[src/pkg/thuvg_pkg.sv]
// Package with constants and carrier types for the third harmonic undervoltage element.
`default_nettype none
package thuvg_pkg;
	localparam int THUVG_CLK_MHZ            = 250;
	localparam int THUVG_MS_NS              = 1000000;
	localparam int THUVG_CLK_PERIOD_NS      = 4;
	localparam int THUVG_CYC_PER_MS         = THUVG_MS_NS / THUVG_CLK_PERIOD_NS;
	localparam int THUVG_PCT_W              = 7;
	localparam int THUVG_DLY_W              = 16;
	localparam logic [6:0]  THUVG_PICKUP_RST = 7'h1E;
	localparam logic [6:0]  THUVG_PICKUP_MIN = 7'h02;
	localparam logic [6:0]  THUVG_PICKUP_MAX = 7'h3C;
	localparam logic [15:0] THUVG_DELAY_RST  = 16'h0064;
	localparam logic [15:0] THUVG_DELAY_MAX  = 16'hEA60;
	localparam logic        THUVG_OPER_RST   = 1'b1;
	localparam logic        THUVG_SONLY_RST  = 1'b0;

	typedef struct packed {
		logic        enabled;
		logic        start_only;
		logic [6:0]  pickup_threshold_value;
		logic [15:0] delay_ms;
	} thuvg_cfg_t;

	typedef struct packed {
		logic started;
		logic expired;
	} thuvg_stat_t;
endpackage
`default_nettype wire

[src/hdl/third_harmonic_uv_element.sv]
// Definite-time third harmonic undervoltage element with start and trip outputs.
//
// Contract
// - Start is active while the measured magnitude is below the pick-up threshold.
// - Trip only after the full set delay has elapsed since start.
// - Block input holds start and trip inactive.
// - Operation setting off gives no start and no trip; on by default.
// - Start-only mode suppresses trip, start still given; off by default.
// - Delay settable 0 to 60000 ms in 1 ms steps, default 100 ms.
// - Delay counts only while the magnitude stays below the threshold.
// - Operating time equals the set delay regardless of how low the magnitude is.
// - Decision stage forms trip from started and expired status.
// - Characteristic stage gives started and delay-expired status signals.
`timescale 1ns/100ps
`default_nettype none
module third_harmonic_uv_element
	import thuvg_pkg::*;
#(
	parameter int CYC_PER_MS = THUVG_CYC_PER_MS
) (
	input  wire logic        i_clk,
	input  wire logic        i_sys_rst,
	input  wire logic [6:0]  i_neutral_third_harmonic_magnitude,
	input  wire logic        i_harmonic_uv_block_in,
	input  wire thuvg_cfg_t  i_cfg,
	output logic             o_harmonic_uv_start_out,
	output logic             o_harmonic_uv_trip_out,
	output thuvg_stat_t      o_status
);
	logic        blk_meta;
	logic        blk_sync;
	logic        below;
	logic        active;
	logic        ms_tick;
	logic        run_ms;
	logic [15:0] delay_clamped;
	logic [15:0] ms_cnt;
	logic [15:0] next_ms_cnt;
	thuvg_stat_t stat;
	thuvg_stat_t next_stat;
	logic        start_q;
	logic        trip_q;
	logic        next_start;
	logic        next_trip;

	// The block input is a binary input from outside, so it is synchronised first.
	always_ff @(posedge i_clk) begin
		if (i_sys_rst) begin
			blk_meta <= 1'b0;
			blk_sync <= 1'b0;
		end else begin
			blk_meta <= i_harmonic_uv_block_in;
			blk_sync <= blk_meta;
		end
	end

	// Out-of-range delay settings saturate at the largest permitted value.
	assign delay_clamped = (i_cfg.delay_ms > THUVG_DELAY_MAX) ? THUVG_DELAY_MAX : i_cfg.delay_ms;
	assign below  = i_neutral_third_harmonic_magnitude < i_cfg.pickup_threshold_value;
	assign active = below && i_cfg.enabled && !blk_sync;

	// The millisecond divider starts with the started status, so that the trip comes a full
	// set delay after the start output and never one cycle short of it.
	assign run_ms = active && stat.started;

	thuvg_ms_tick #(
		.CYC_PER_MS (CYC_PER_MS)
	) u_tick (
		.i_clk     (i_clk),
		.i_sys_rst (i_sys_rst),
		.i_run     (run_ms),
		.o_tick    (ms_tick)
	);

	// Characteristic stage: the magnitude only gates the count, never its rate.
	always_comb begin
		next_ms_cnt = ms_cnt;
		next_stat.started = active;
		next_stat.expired = 1'b0;
		if (!active) begin
			next_ms_cnt = 16'h0000;
		end else begin
			if (ms_tick && ms_cnt < delay_clamped) begin
				next_ms_cnt = ms_cnt + 16'h0001;
			end
			next_stat.expired = (next_ms_cnt >= delay_clamped);
		end
	end

	always_ff @(posedge i_clk) begin
		if (i_sys_rst) begin
			ms_cnt <= 16'h0000;
			stat   <= '0;
		end else begin
			ms_cnt <= next_ms_cnt;
			stat   <= next_stat;
		end
	end

	// Decision stage: trip from started and expired unless start-only mode holds.
	always_comb begin
		next_start = stat.started && active;
		next_trip  = stat.started && stat.expired && active && !i_cfg.start_only;
	end

	always_ff @(posedge i_clk) begin
		if (i_sys_rst) begin
			start_q <= 1'b0;
			trip_q  <= 1'b0;
		end else begin
			start_q <= next_start;
			trip_q  <= next_trip;
		end
	end

	assign o_harmonic_uv_start_out = start_q;
	assign o_harmonic_uv_trip_out  = trip_q;
	assign o_status                = stat;

	// Helper for the checks: cycles the element has been continuously active.
	// It is 40 bits wide so that the longest delay at the full clock rate still fits.
	logic [39:0] act_cyc;
	logic [39:0] next_act_cyc;
	always_comb begin
		next_act_cyc = act_cyc;
		if (!active) begin
			next_act_cyc = 40'h00_0000_0000;
		end else if (act_cyc != 40'hFF_FFFF_FFFF) begin
			next_act_cyc = act_cyc + 40'h00_0000_0001;
		end
	end

	always_ff @(posedge i_clk) begin
		if (i_sys_rst) begin
			act_cyc <= 40'h00_0000_0000;
		end else begin
			act_cyc <= next_act_cyc;
		end
	end
endmodule
`default_nettype wire

[src/hdl/thuvg_ms_tick.sv]
// Millisecond enable divider for the delay counter.
`timescale 1ns/100ps
`default_nettype none
module thuvg_ms_tick
	import thuvg_pkg::*;
#(
	parameter int CYC_PER_MS = THUVG_CYC_PER_MS
) (
	input  wire logic i_clk,
	input  wire logic i_sys_rst,
	input  wire logic i_run,
	output logic      o_tick
);
	logic [31:0] cnt;
	logic [31:0] next_cnt;

	// The divider restarts with each start so that the first millisecond is a full one.
	always_comb begin
		next_cnt = cnt;
		if (!i_run || cnt == 32'(CYC_PER_MS - 1)) begin
			next_cnt = 32'h0000_0000;
		end else begin
			next_cnt = cnt + 32'h0000_0001;
		end
	end

	always_ff @(posedge i_clk) begin
		if (i_sys_rst) begin
			cnt <= 32'h0000_0000;
		end else begin
			cnt <= next_cnt;
		end
	end

	assign o_tick = i_run && (cnt == 32'(CYC_PER_MS - 1));
endmodule
`default_nettype wire

[config.mk]
export PLATFORM = sky130hd
export DESIGN_NAME = third_harmonic_uv_element
export DESIGN_NICKNAME = d
export VERILOG_FILES = /design/src/pkg/thuvg_pkg.sv /design/src/hdl/third_harmonic_uv_element.sv /design/src/hdl/thuvg_ms_tick.sv
export SDC_FILE = /design/constraint.sdc
export NUM_CORES = 1
export LEC_CHECK = 0
export BUFFER_PORTS_ARGS = -buffer_cell sky130_fd_sc_hd__clkbuf_2
export CAP_MARGIN = 20
export CORE_UTILIZATION = 40
export DETAILED_ROUTE_END_ITERATION = 10
export GPL_ROUTABILITY_DRIVEN = 0
export SYNTH_ARGS = -nofsm -noshare
export SYNTH_HDL_FRONTEND = slang
export SYNTH_SLANG_ARGS = --single-unit
[constraint.sdc]
create_clock -name i_clk -period 4.7 [get_ports i_clk]
set_input_delay 0.47 -clock i_clk [delete_from_list [all_inputs] [get_ports i_clk]]
set_output_delay 0.47 -clock i_clk [all_outputs]
set_load 0.01 [all_outputs]
==> flow_metrics.py <==
metrics = {
    "sta": {
        "fin_ws_ps": 401,
        "hold_violations": 0,
        "report.final.slew_viol_count": 0,
        "period_share": 0.915,
        "tightest_slew_ps": 1080,
        "fin_hold_ws_ps": 345,
        "post-route-min-period_ps": 4300,
        "skew_ps": 12.7,
        "max_freq_ghz": 0.233,
        "max_slew_margin": 0.278,
        "finalSetupViolCount": 0,
        "finalSetupTns_ps": 0,
        "rsz0062_at_grt": "false",
    },
    "clock_network": {
        "clk_pin_slew_ps": 110,
        "cts_resized": 0,
        "insertion_delay_ps": 310,
        "numCtsBuffers": 5,
        "clock-root-buffer": "clkbuf_8",
        "clockBufferDepth": 2,
        "cts_tree": "yes",
        "h-tree-depth": 2,
        "cts.sinks": 54,
        "holdBufCountCts": 0,
        "post_cts_buffers": 0,
    },
    "yosys": {
        "yosys.area_share.adder": 0.143,
        "synth_fp_nets": 458,
        "ys_ff_latch": 54,
        "post_synth_mux_area_share": 0.00329,
        "async_flop_share": 0,
        "yosysSeqAreaShare": 0.316,
        "synth_area_leaders": "dfxtp_1 (32%), ha_1 (14%), xor2_1 (7.7%)",
        "synth_top_family_by_area": "simple AND/OR/NAND/NOR gates",
        "synth_cell_type_count": 49,
        "yosys.area.top_type": "dfxtp_1",
        "yosys.area.top_type_share": 0.316,
        "syn_inst": 384,
        "syn_area_per_cell_um2": 8.91,
        "synth_common_cells": "dfxtp_1 (54), nor2_1 (45), ha_1 (39)",
        "netlist_area_um2": 3420,
        "yosysWarnings": 0,
        "synth_most_common_cell": "dfxtp_1",
        "synth_compound_area_frac": 0.110,
        "synthFlopType": "dfxtp_1",
        "synth-simple-area-share": 0.283,
        "synth-xor-area-share": 0.110,
        "synth_edf_count": 0,
    },
    "setup_path": {
        "path_cells": "clkbuf_2 > nor4_1 > and4_1 > o21ai_0 > nand2_1 > nand2_1 > ha_1 > a211o_1 > a2111oi_4 > o21ai_4 > buf_4 > nor3_2 > xor2_1 > ha_1 > a2111oi_0 > o21ai_0 > a21oi_1 > nor2_1",
        "critPathMaxFanout": 7,
        "start_kind": "primary input",
        "cpPeakStageDelay_ps": 480,
        "cp_slowest_cell": "a2111oi_4",
        "critPathBufInv": 2,
        "critical_path_class": "primary input to flop",
        "crit_family": "compound AO/OA/AOI/OAI gates",
        "ff2ff_setup_slack_ps": 1160,
        "required_ps": 4900,
        "endpoint_kind": "flop",
        "cp.arrival_ps": 4500,
    },
    "place": {
        "place_hpwl_mm": 5.83,
        "placement.io_buffers": 38,
        "place_ws_ps": -49.4,
        "dpl-instance-area_um2": 3720,
    },
    "drt": {
        "vias_per_cell": 5.20,
        "vias": 2786,
        "dr.pass1.iters": 4,
        "drtIter0Drc": 64,
        "antenna_left": 0,
        "wl_per_cell_um": 13.9,
        "finalWirelength_mm": 7.42,
        "route.detailed.drc": 0,
    },
    "global_route": {
        "grt_max_degree": 33,
        "grt_pass1_vias": 2700,
        "antenna_found_initial": 0,
        "grt_overflow_total": 0,
        "grt_usage": 0.175,
        "grt_pass1_wl_mm": 12.4,
    },
    "final_layout": {
        "final_util": 0.471,
        "syn_to_final_growth_pct": 13.6,
        "fin_area_um2": 3890,
        "nNetsFinal": 504,
        "layout-drive-gt1-share": 0.183,
        "n_fill_cell": 836,
        "antenna_cells": 0,
    },
    "power_and_ir_drop": {
        "p_per_area_nw_per_um2": 222,
        "p_leak_nw": 1.72,
        "vdd_drop_max_uv": 177,
    },
    "floorplanning": {
        "rows": 33,
        "coreArea_um2": 8260,
        "num_io_pins": 39,
        "die_y_um": 94.5,
        "start_util": 0.414,
        "die_w_um": 94.5,
        "die_area_um2": 8930,
    },
    "worst_hold_path": {
        "min_path_type": "primary input to flop",
    },
    "status": {
        "run_status": "completed",
    },
    "run": {
        "cap_violations": 0,
    },
}
[report_power, final]
group          switching [W]  leakage, nW  total [W]  internal [W]
logic              0.0000443         1.23  0.0000762     0.0000319
registers        0.000000631        0.435   0.000459      0.000459
clock network       0.000164       0.0563   0.000326      0.000163
[layer usage]
layer | up-vias | track usage | part of all wire
met1 | 1298 | 0.239 | 0.51
met3 | 8 | 0.0306 | 0.029
met4 | 0 | 0.0455 | 0.0092
met5 | - | 0 | 0
li1 | 1437 | - | -
met2 | 43 | 0.286 | 0.45
[worst paths after layout]
| check | endpoint | from | depth (start not counted) |
|---|---|---|---|
| worst min register to register | blk_sync$_SDFF_PP0_ | blk_meta$_SDFF_PP0_ | 1 |
| worst max register to register | o_status[0]$_SDFF_PP0_ | ms_cnt[3]$_SDFF_PP0_ | 12 |
| worst max-delay path | o_status[0]$_SDFF_PP0_ | i_cfg[1] | 18 |
| worst min-delay path | blk_meta$_SDFF_PP0_ | i_sys_rst | 2 |
[cell usage in the layout (no fill, tap or decap), types with 12 or more instances in the layout]
master and instances:
nand4_1 12, a21oi_1 14, xor2_1 30, nor2_1 45
ha_1 39, dfxtp_1 54, nand3_1 19, nand2_1 28
clkbuf_2 38, inv_1 21, and2_1 16, xnor2_1 13
[logic make-up (layout without fill, tap and decap cells)]
kind of cell,count (synthesis),in the layout
fa+ha+maj,39,39
flops,54,54
xor+xnor,43,43
mux,1,1
buf+inv,29,76
compound gates,49,49
simple gates,169,169
[state kept, by name, indices dropped and copies added (netlist names)]
signal,count
o_harmonic_uv_trip_out,1
blk_meta,1
blk_sync,1
ms_cnt,16
o_status,2
o_harmonic_uv_start_out,1
u_tick.cnt,32
[cell type report]
type | count | area, µm² | area share
clock buffers | 5 | 68.8 | 0.0177
repair buffers | 47 | 258 | 0.0663
multi-input cells | 301 | 2220 | 0.571
well taps | 105 | 131 | 0.0338
flip-flops and latches | 54 | 1080 | 0.278
inverters | 21 | 78.8 | 0.0203
clock inverters | 3 | 48.8 | 0.0126
[per-stage QoR]
step                      power (W)  instances
after global placement     0.000543        522
after global routing       0.000902        536
final                      0.000862        536
after detailed placement   0.000544        522
after floorplan            0.000514        384
after CTS                  0.000872        530
(Power assumes the default switching activity.)
